===== src/verilog/m2p_chan_consts.vh =====
// constants of the m2p double-buffer channel: offsets, fields, states
// assumes a 32-bit apb register window per channel
`ifndef M2P_CHAN_CONSTS_VH
`define M2P_CHAN_CONSTS_VH
// ===========================================================
// register byte offsets
`define OFF_CONTROL 8'h00
`define OFF_IRQ_STATUS 8'h04
`define OFF_STATE_FLAGS 8'h0c
`define OFF_BYTES_LEFT 8'h14
`define OFF_BUF0_LIMIT 8'h20
`define OFF_BUF0_START 8'h24
`define OFF_BUF0_PTR 8'h28
`define OFF_BUF1_LIMIT 8'h30
`define OFF_BUF1_START 8'h34
`define OFF_BUF1_PTR 8'h38
// ===========================================================
// control fields
`define CTL_HALT_IRQ_EN 0
`define CTL_ENABLE 3
`define CTL_ERR_IRQ_EN 4
`define CTL_NEWBUF_IRQ_EN 5
`define CTL_ABORT 6
`define CTL_IGNORE_ERR 7
`define CTL_ADDR_HOLD 8
// ===========================================================
// irq status fields
`define IRQ_HALT 0
`define IRQ_NEWBUF 1
`define IRQ_ERR 2
// ===========================================================
// state flags fields
`define ST_STALL 3
`define ST_STATE_LO 4
`define ST_STATE_HI 5
`define ST_NEWBUF 6
`define ST_ERROR 7
`define ST_FREEBUF 8
`define ST_BYTES_LO 9
`define ST_BYTES_HI 11
// ===========================================================
// channel states and reset values
`define S_IDLE 2'h0
`define S_STALL 2'h1
`define S_ON 2'h2
`define S_NEXT 2'h3
`define RST_WORD 32'h0000_0000
`define RST_COUNT 16'h0000
`endif


===== src/verilog/byte_packer.v =====
// byte packer: counts bytes staged between peripheral and bus words
// assumes one byte per pulse and a flush when a word is handed on
`timescale 1ns/1ps
module byte_packer #(
	parameter CW = 3
) (
	input wire pclk,
	input wire presetn,
	input wire clear,
	input wire byte_in,
	input wire word_out,
	output reg [CW-1:0] held_q
);
	// ===========================================================
	// occupancy, saturates at four bytes per word
	reg [CW-1:0] held_d;
	always @* begin
		held_d = held_q;
		if (clear || word_out) begin
			held_d = {CW{1'b0}};
		end else if (byte_in && held_q != 3'h4) begin
			held_d = held_q + 3'h1;
		end
	end
	always @(posedge pclk or negedge presetn) begin
		if (!presetn) begin
			held_q <= 3'h0;
		end else begin
			held_q <= held_d;
		end
	end
endmodule // byte_packer


===== src/verilog/m2p_dma_channel.v =====
// m2p channel: double buffer tracking, status and apb registers
// assumes apb slave, peripheral byte strobes synchronous to pclk
//
// Summary of operation
// - stall flag set entering stall from on at buffer end
// - no stall flag entering stall from idle
// - leave stall on start write or disable
// - next to on sets new-buffer-needed
// - new-buffer-needed raises irq unless masked
// - error flag shows last buffer outcome
// - status shows bytes held in packer
// - state encoded idle stall on next
// - start0 write sets, start1 clears free indicator
// - idle-buffer write waits for current buffer end
// - active buffer from state and indicator
// - load 16-bit byte count entering on
// - count down one per byte moved
// - zero count ends buffer, terminal count out
// - peripheral early finish leaves count nonzero
// - early finish with error sets error flag
// - enable goes to stall, start goes on
// - start write copies address into pointer
// - pointer keeps post-incremented address at end
// - disable or start write clears newbuf irq
// - halt irq on on-to-stall only if enabled
//
// Implementation choice: the APB interface to the registers.
`timescale 1ns/1ps
`include "m2p_chan_consts.vh"
module m2p_dma_channel #(
	parameter CW = 16
) (
	input wire pclk,
	input wire presetn,
	input wire psel,
	input wire penable,
	input wire pwrite,
	input wire [7:0] paddr,
	input wire [31:0] pwdata,
	output wire [31:0] prdata,
	output wire pready,
	output wire pslverr,
	input wire tx_mode,
	input wire byte_moved,
	input wire word_moved,
	input wire early_finish,
	input wire early_error,
	output reg tx_terminal_count,
	output reg rx_terminal_count,
	output wire [31:0] bus_addr,
	output wire xfer_active,
	output wire irq
);
	// ===========================================================
	// apb decode
	reg [31:0] prdata_q;
	reg [31:0] control_q;
	reg [2:0] irq_q;
	reg [1:0] state_q;
	reg newbuf_q, error_q, free_q, stall_vis_q;
	reg [CW-1:0] lim0_q, lim1_q, left_q;
	reg [31:0] start0_q, start1_q, ptr0_q, ptr1_q;
	reg pend_q;
	wire [2:0] held;
	wire acc = psel && penable;
	wire wr = acc && pwrite;
	wire wr_ctl = wr && paddr == `OFF_CONTROL;
	wire wr_irq = wr && paddr == `OFF_IRQ_STATUS;
	wire wr_s0 = wr && paddr == `OFF_BUF0_START;
	wire wr_s1 = wr && paddr == `OFF_BUF1_START;
	wire enable = control_q[`CTL_ENABLE];
	wire mapped = paddr == `OFF_CONTROL || paddr == `OFF_IRQ_STATUS ||
		paddr == `OFF_STATE_FLAGS || paddr == `OFF_BYTES_LEFT ||
		paddr == `OFF_BUF0_LIMIT || paddr == `OFF_BUF0_START ||
		paddr == `OFF_BUF0_PTR || paddr == `OFF_BUF1_LIMIT ||
		paddr == `OFF_BUF1_START || paddr == `OFF_BUF1_PTR;
	// read data registered in setup, ready always high
	// capturing in setup keeps prdata a flop without costing a wait state
	assign pready = 1'b1;
	assign pslverr = acc && !mapped;
	assign prdata = prdata_q;
	// ===========================================================
	// active buffer and buffer end
	// indicator names the free pair; active is derived from state
	wire act1 = (state_q == `S_ON) ? !free_q : free_q;
	wire moving = state_q == `S_ON || state_q == `S_NEXT;
	wire step = moving && byte_moved;
	wire tc_hit = step && left_q == {{(CW-1){1'b0}}, 1'b1};
	wire early = moving && early_finish;
	wire bad = early && early_error && !control_q[`CTL_IGNORE_ERR];
	wire buf_end = tc_hit || early;
	wire [31:0] act_ptr = act1 ? ptr1_q : ptr0_q;
	wire [31:0] inc = control_q[`CTL_ADDR_HOLD] ? 32'h0 : 32'h1;
	assign bus_addr = act_ptr;
	assign xfer_active = moving;
	// ===========================================================
	// state machine
	reg [1:0] state_d;
	reg load_d;
	always @* begin
		state_d = state_q;
		load_d = 1'b0;
		if (!enable) begin
			state_d = `S_IDLE;
		end else begin
			case (state_q)
			`S_IDLE: begin
				state_d = `S_STALL;
			end
			`S_STALL: begin
				if (wr_s0 || wr_s1) begin
					state_d = `S_ON;
					load_d = 1'b1;
				end
			end
			`S_ON: begin
				if (buf_end) begin
					state_d = `S_STALL;
				end else if (wr_s0 || wr_s1) begin
					state_d = `S_NEXT;
				end
			end
			`S_NEXT: begin
				// abort on an error stops the channel, no halt irq for it
				if (buf_end) begin
					if (bad && control_q[`CTL_ABORT]) begin
						state_d = `S_STALL;
					end else begin
						state_d = `S_ON;
						load_d = 1'b1;
					end
				end
			end
			default: state_d = `S_IDLE;
			endcase
		end
	end
	// the buffer loaded is the one the indicator does not mark free:
	// indicator low names buffer 0 free, so buffer 1 is loaded
	// from stall the written start register picks the buffer
	wire ld1 = (state_q == `S_STALL) ? wr_s1 : !free_q;
	wire to_stall_from_on = enable && state_q == `S_ON && buf_end;
	wire abort_stall = state_d == `S_STALL && state_q == `S_NEXT;
	// ===========================================================
	// registers
	always @(posedge pclk or negedge presetn) begin
		if (!presetn) begin
			control_q <= `RST_WORD;
			irq_q <= 3'h0;
			state_q <= `S_IDLE;
			newbuf_q <= 1'b0;
			error_q <= 1'b0;
			free_q <= 1'b0;
			stall_vis_q <= 1'b0;
			lim0_q <= `RST_COUNT;
			lim1_q <= `RST_COUNT;
			left_q <= `RST_COUNT;
			start0_q <= `RST_WORD;
			start1_q <= `RST_WORD;
			ptr0_q <= `RST_WORD;
			ptr1_q <= `RST_WORD;
			pend_q <= 1'b0;
			prdata_q <= `RST_WORD;
			tx_terminal_count <= 1'b0;
			rx_terminal_count <= 1'b0;
		end else begin
			state_q <= state_d;
			if (wr_ctl) begin
				control_q <= pwdata;
			end
			if (wr && paddr == `OFF_BUF0_LIMIT) begin
				lim0_q <= pwdata[CW-1:0];
			end
			if (wr && paddr == `OFF_BUF1_LIMIT) begin
				lim1_q <= pwdata[CW-1:0];
			end
			if (wr_s0) begin
				start0_q <= pwdata;
				free_q <= 1'b1;
			end
			if (wr_s1) begin
				start1_q <= pwdata;
				free_q <= 1'b0;
			end
			if (!enable) begin
				pend_q <= 1'b0;
			end else if (wr_s0 || wr_s1) begin
				pend_q <= 1'b1;
			end else if (load_d) begin
				pend_q <= 1'b0;
			end
			// stall entered from idle stays hidden
			if (state_d != `S_STALL) begin
				stall_vis_q <= 1'b0;
			end else if (to_stall_from_on) begin
				stall_vis_q <= 1'b1;
			end
			// pointer copy on start write in stall while enabled
			if (enable && wr_s0 && state_q == `S_STALL) begin
				ptr0_q <= pwdata;
			end else if (enable && wr_s1 && state_q == `S_STALL) begin
				ptr1_q <= pwdata;
			end else begin
				// the last byte of a buffer still steps its pointer, even
				// in the cycle that loads the other pointer for the switch
				if (step && !act1) begin
					ptr0_q <= ptr0_q + inc;
				end
				if (step && act1) begin
					ptr1_q <= ptr1_q + inc;
				end
				// later assignment wins; a load never hits the active one
				if (load_d && !ld1) begin
					ptr0_q <= start0_q;
				end
				if (load_d && ld1) begin
					ptr1_q <= start1_q;
				end
			end
			if (load_d) begin
				if (ld1) begin
					left_q <= (state_q == `S_STALL && wr_s1) ?
						lim1_q : lim1_q;
				end else begin
					left_q <= lim0_q;
				end
			end else if (step && left_q != `RST_COUNT) begin
				left_q <= left_q - {{(CW-1){1'b0}}, 1'b1};
			end
			tx_terminal_count <= tc_hit && tx_mode;
			rx_terminal_count <= tc_hit && !tx_mode;
			if (bad) begin
				error_q <= 1'b1;
			end else if (buf_end) begin
				error_q <= 1'b0;
			end
			if (state_q == `S_NEXT && state_d == `S_ON) begin
				newbuf_q <= 1'b1;
			end else if (state_d != `S_ON) begin
				newbuf_q <= 1'b0;
			end
			// set beats clear on every sticky bit
			if (state_q == `S_NEXT && state_d == `S_ON &&
				control_q[`CTL_NEWBUF_IRQ_EN]) begin
				irq_q[`IRQ_NEWBUF] <= 1'b1;
			end else if (!enable || wr_s0 || wr_s1) begin
				irq_q[`IRQ_NEWBUF] <= 1'b0;
			end
			if (to_stall_from_on && !abort_stall &&
				control_q[`CTL_HALT_IRQ_EN]) begin
				irq_q[`IRQ_HALT] <= 1'b1;
			end else if (!enable || wr_s0 || wr_s1) begin
				irq_q[`IRQ_HALT] <= 1'b0;
			end
			if (bad) begin
				irq_q[`IRQ_ERR] <= 1'b1;
			end else if (wr_irq) begin
				irq_q[`IRQ_ERR] <= 1'b0;
			end
			if (psel && !penable) begin
				case (paddr)
				`OFF_CONTROL: prdata_q <= control_q;
				`OFF_IRQ_STATUS: prdata_q <= {29'h0, irq_q};
				`OFF_STATE_FLAGS: prdata_q <= {20'h0,
					held, free_q, error_q, newbuf_q,
					state_q, stall_vis_q, 3'h0};
				`OFF_BYTES_LEFT: prdata_q <= {16'h0, left_q};
				`OFF_BUF0_LIMIT: prdata_q <= {16'h0, lim0_q};
				`OFF_BUF0_START: prdata_q <= start0_q;
				`OFF_BUF0_PTR: prdata_q <= ptr0_q;
				`OFF_BUF1_LIMIT: prdata_q <= {16'h0, lim1_q};
				`OFF_BUF1_START: prdata_q <= start1_q;
				`OFF_BUF1_PTR: prdata_q <= ptr1_q;
				default: prdata_q <= 32'h0;
				endcase
			end
		end
	end
	assign irq = |(irq_q & {control_q[`CTL_ERR_IRQ_EN], 2'h3});
	// ===========================================================
	// packer occupancy for debug
	byte_packer #(.CW(3)) u_packer (
		.pclk(pclk),
		.presetn(presetn),
		.clear(!enable),
		.byte_in(step),
		.word_out(word_moved),
		.held_q(held)
	);
endmodule // m2p_dma_channel


===== config.mk =====
export PLATFORM = sky130hd
export DESIGN_NAME = m2p_dma_channel
export DESIGN_NICKNAME = d
export VERILOG_FILES = /design/src/verilog/byte_packer.v /design/src/verilog/m2p_dma_channel.v
export VERILOG_INCLUDE_DIRS = /design/src /design/src/verilog
export SDC_FILE = /design/constraint.sdc
export NUM_CORES = 1
export LEC_CHECK = 0
export ABC_CLOCK_PERIOD_IN_PS = 4200
export BUFFER_PORTS_ARGS = -buffer_cell sky130_fd_sc_hd__buf_2
export CAP_MARGIN = 25
export CORE_MARGIN = 2
export CORE_UTILIZATION = 45
export DETAILED_ROUTE_END_ITERATION = 10
export PLACE_DENSITY = 0.73
export RECOVER_POWER = 25
export SKIP_LAST_GASP = 1
export SLEW_MARGIN = 0
export SYNTH_ARGS = -nofsm -noshare
export SYNTH_HDL_FRONTEND = slang
export SYNTH_SLANG_ARGS = --single-unit

===== constraint.sdc =====
create_clock -name pclk -period 4.2 [get_ports pclk]
set_input_delay 0.84 -clock pclk [delete_from_list [all_inputs] [get_ports pclk]]
set_output_delay 0.84 -clock pclk [all_outputs]
set_load 0.01 [all_outputs]

==> impl_metrics.py <==
metrics = {
    "setup_path": {
        "cp-start-kind": "flip-flop",
        "ff2ff_path_depth": 8,
        "worst-endpoint-required_ns": 3.36,
        "worstReg2RegEnd": "ptr1_q[7]",
        "worst_setup_path_end_kind": "output port",
        "critical_path.max_fanout": 40,
        "timing.setup.critical_path_class": "flip-flop to output port",
        "crit-reg2reg-launch": "left_q[1]",
        "cp.arrival_ns": 2.79,
        "reg2reg_setup_slack_ns": 0.88,
    },
    "detailed_routing": {
        "antenna_left": 0,
        "dr_total_vias": 12756,
        "avgViaCountPerCell": 6.58,
        "routed_wire_length_per_instance_um": 25.6,
        "route.final.wire_length_mm": 49.5,
        "drt_iter0_markers": 1733,
        "firstDrtPassIters": 6,
        "drc": 0,
    },
    "synth": {
        "netlist_top_cells_count": "254 x sky130_fd_sc_hd__dfrtp_1, 160 x sky130_fd_sc_hd__mux2_2, 135 x sky130_fd_sc_hd__nand2_1",
        "synth_enable_flop_cells": 0,
        "synth_seq_cells": 254,
        "synth_area_um2": 14400,
        "async_reset_ff_frac": 1.00,
        "synthesis.nets": 1489,
        "synthesis.instances": 1430,
        "ys.warnings.count": 0,
        "synthDistinctLibCells": 83,
        "synthTopCellsByArea": "sky130_fd_sc_hd__dfrtp_1 44%, sky130_fd_sc_hd__mux2_2 12%, sky130_fd_sc_hd__nand2_1 3.5%",
        "synthDominantAreaCellType": "sky130_fd_sc_hd__dfrtp_1",
        "ys_dominant_reg_cell": "sky130_fd_sc_hd__dfrtp_1",
        "synthesized_area_per_cell_um2": 10.1,
        "yosys.area.top_type_share": 0.440,
        "ys_seq_area_frac": 0.440,
        "synth_most_common_cell": "sky130_fd_sc_hd__dfrtp_1",
    },
    "power": {
        "peakVddDrop_v": 0.000323,
        "static-leakage-power_nw": 7.28,
        "power_density_cells_nw_per_um2": 312,
    },
    "min_path": {
        "worstHoldPathCells": 2,
        "worst_hold_path.endpoint": "rx_terminal_count",
        "hold_path_class": "primary input to flip-flop",
        "hold_path_startpoint": "tx_mode",
    },
    "floorplan": {
        "boundaryPins": 120,
        "die-width_um": 183,
        "placeableCoreArea_um2": 31600,
        "floorplan.die.height_um": 183,
        "placement_rows": 65,
        "die_area_um2": 33500,
        "floorplan.initialDensity": 0.458,
    },
    "outcome": {
        "failing_checks": "max-capacitance violations, max-slew violations",
        "outcome": "finished with violations",
    },
    "run": {
        "maxCapViolCount": 1,
    },
    "clock_tree": {
        "ctsHoldBuffers": 0,
        "cts_repair_resize_count": 0,
        "clk_latency_ns": 0.56,
        "clock_tree.htree_level_count": 1,
        "clock-sinks": 254,
        "postCtsSetupBuffers": 0,
        "cts_made_buffers": 28,
        "clock_tree.root_cell": "sky130_fd_sc_hd__clkbuf_16",
        "cts.reportedPaths.clkPinSlew_ns": 0.06,
        "number_of_buffers_on_the_longest_clock_path": 3,
        "cts_tree": "built",
    },
    "timing": {
        "report.final.slew_viol_count": 108,
        "setup-violations-final": 0,
        "achievable-frequency_mhz": 276,
        "worst_pin_slew_ns": 2.91,
        "rsz0062_at_grt": "no",
        "timing.final.crit_share": 0.864,
        "skew_ns": 0.0124,
        "timing.max_slew.rel_slack": -0.943,
        "tns_ns": 0,
        "hold_viol": 0,
        "final_period_minus_worst_setup_slack_ns": 3.63,
    },
    "cells_and_area": {
        "n_antenna_cell": 0,
        "area.growth.synth_to_final_pct": 13.1,
        "drive_above_1_share": 0.275,
        "postLayoutCoreUtil": 0.518,
        "net_count_reported_at_finish": 1579,
    },
    "placed_design": {
        "place_hpwl_mm": 34.2,
        "gp_congestion": 0.928,
        "port_buffers": 118,
    },
    "grt": {
        "antenna_found_initial": 0,
        "grt_overflow_total": 0,
        "number_of_global_route_vias_before_repair": 12204,
        "globalRouteTotalUtil": 0.294,
        "grt_pass1_wl_mm": 75.8,
        "grt_start_max_net_pins": 110,
    },
}
[per-layer routing]
layer	share of wire	GRT usage	vias to the layer above	routed length [µm]
met2	0.45	0.452	790	22100
met5	0	0	-	0
met4	0.041	0.112	0	2030
met1	0.42	0.416	6303	20700
li1	-	-	5525	-
met3	0.096	0.0534	138	4740
[per-stage QoR]
| step | instance area (µm²) | std cells | total power, mW | hold WS, ns | setup slack [ns] |
|---|---|---|---|---|---|
| 2_1_floorplan | 14400 | 1430 | 2.62 | 0.471 | 1.49 |
| 3_3_place_gp | 15500 | 1891 | 2.78 | 0.461 | 0.771 |
| 3_5_place_dp | 15500 | 1891 | 2.78 | 0.467 | 0.677 |
| 4_1_cts | 16300 | 1937 | 5.12 | 0.384 | 0.594 |
| 5_1_grt | 16300 | 1938 | 5.24 | 0.455 | 0.493 |
| 6_report | 16300 | 1938 | 5.10 | 0.446 | 0.572 |
[registers in the layout, summed over array words and instances, names as in the netlist, 2 cells and up]
name and cells:
ptr0_q 32, lim1_q 16, lim0_q 16, state_q 2, ptr1_q 32, control_q 32
irq_q 3, start1_q 32, start0_q 32, prdata 32, u_packer.held_q 3, left_q 16
[cells in the final DEF, fill, tap and decap left out, drive strengths merged, types with 19 or more instances in the layout]
cell | Yosys | final
nand4 | 32 | 32
a211oi | 28 | 28
buf | 47 | 165
nor3 | 32 | 32
a22oi | 34 | 34
mux2 | 161 | 161
nand3 | 48 | 48
o221a | 24 | 24
and3 | 26 | 26
a22o | 21 | 21
nor4 | 20 | 20
a221o | 27 | 27
nand2 | 136 | 136
xor2 | 34 | 34
o21ai | 85 | 85
dfrtp | 254 | 254
mux2i | 23 | 23
inv | 19 | 19
clkbuf | 59 | 42
xnor2 | 29 | 29
a21oi | 67 | 67
nor2 | 85 | 85
[worst max-delay path, cell delays in order, from the launching register on]
cell and delay (ns):
sky130_fd_sc_hd__dfrtp_1 0.52, sky130_fd_sc_hd__nor2b_1 0.43, sky130_fd_sc_hd__xnor2_2 0.15, sky130_fd_sc_hd__buf_4 0.48, sky130_fd_sc_hd__mux2_2 0.44, sky130_fd_sc_hd__buf_2 0.15
[report_power, final]
group	switching, mW	internal, mW	leakage, nW
Sequential	0.0184	2.47	3.49
Combinational	0.190	0.0667	3.37
Clock	1.01	1.35	0.427
Total	1.22	3.88	7.28
[cells by family after synthesis]
logic type / share of synthesized area
AND/OR/NAND/NOR: 0.154
AO/OA/AOI/OAI: 0.179
flip-flops: 0.440
multiplexers: 0.141
buffers and inverters: 0.0389
XOR/XNOR: 0.0382
adder cells (fa/ha/maj): 0.00780
other: 0.000260
[how the worst max path moves through the flow]
stage	startpoint	end	slack, ns	cells past startpoint
finish	state_q[1]	bus_addr[23]	0.57	5
global route	state_q[1]	bus_addr[8]	0.49	6
CTS	state_q[1]	bus_addr[23]	0.59	5
detailed placement	paddr[2]	ptr1_q[26]	0.68	6
global placement	paddr[2]	ptr1_q[30]	0.77	6
floorplan	paddr[4]	pslverr	1.49	5
[area by class of cell]
| class | instances | area (µm²) |
|---|---|---|
| well taps | 402 | 503 |
| multi-input cells | 1050 | 7570 |
| clock buffers | 41 | 831 |
| fillers | 2890 | 15200 |
| flip-flops and latches | 254 | 6360 |
| inverters | 20 | 75.1 |
| clock inverters | 5 | 25.0 |
| repair buffers | 166 | 976 |
Note: power is estimated with default switching activity, not from simulation.
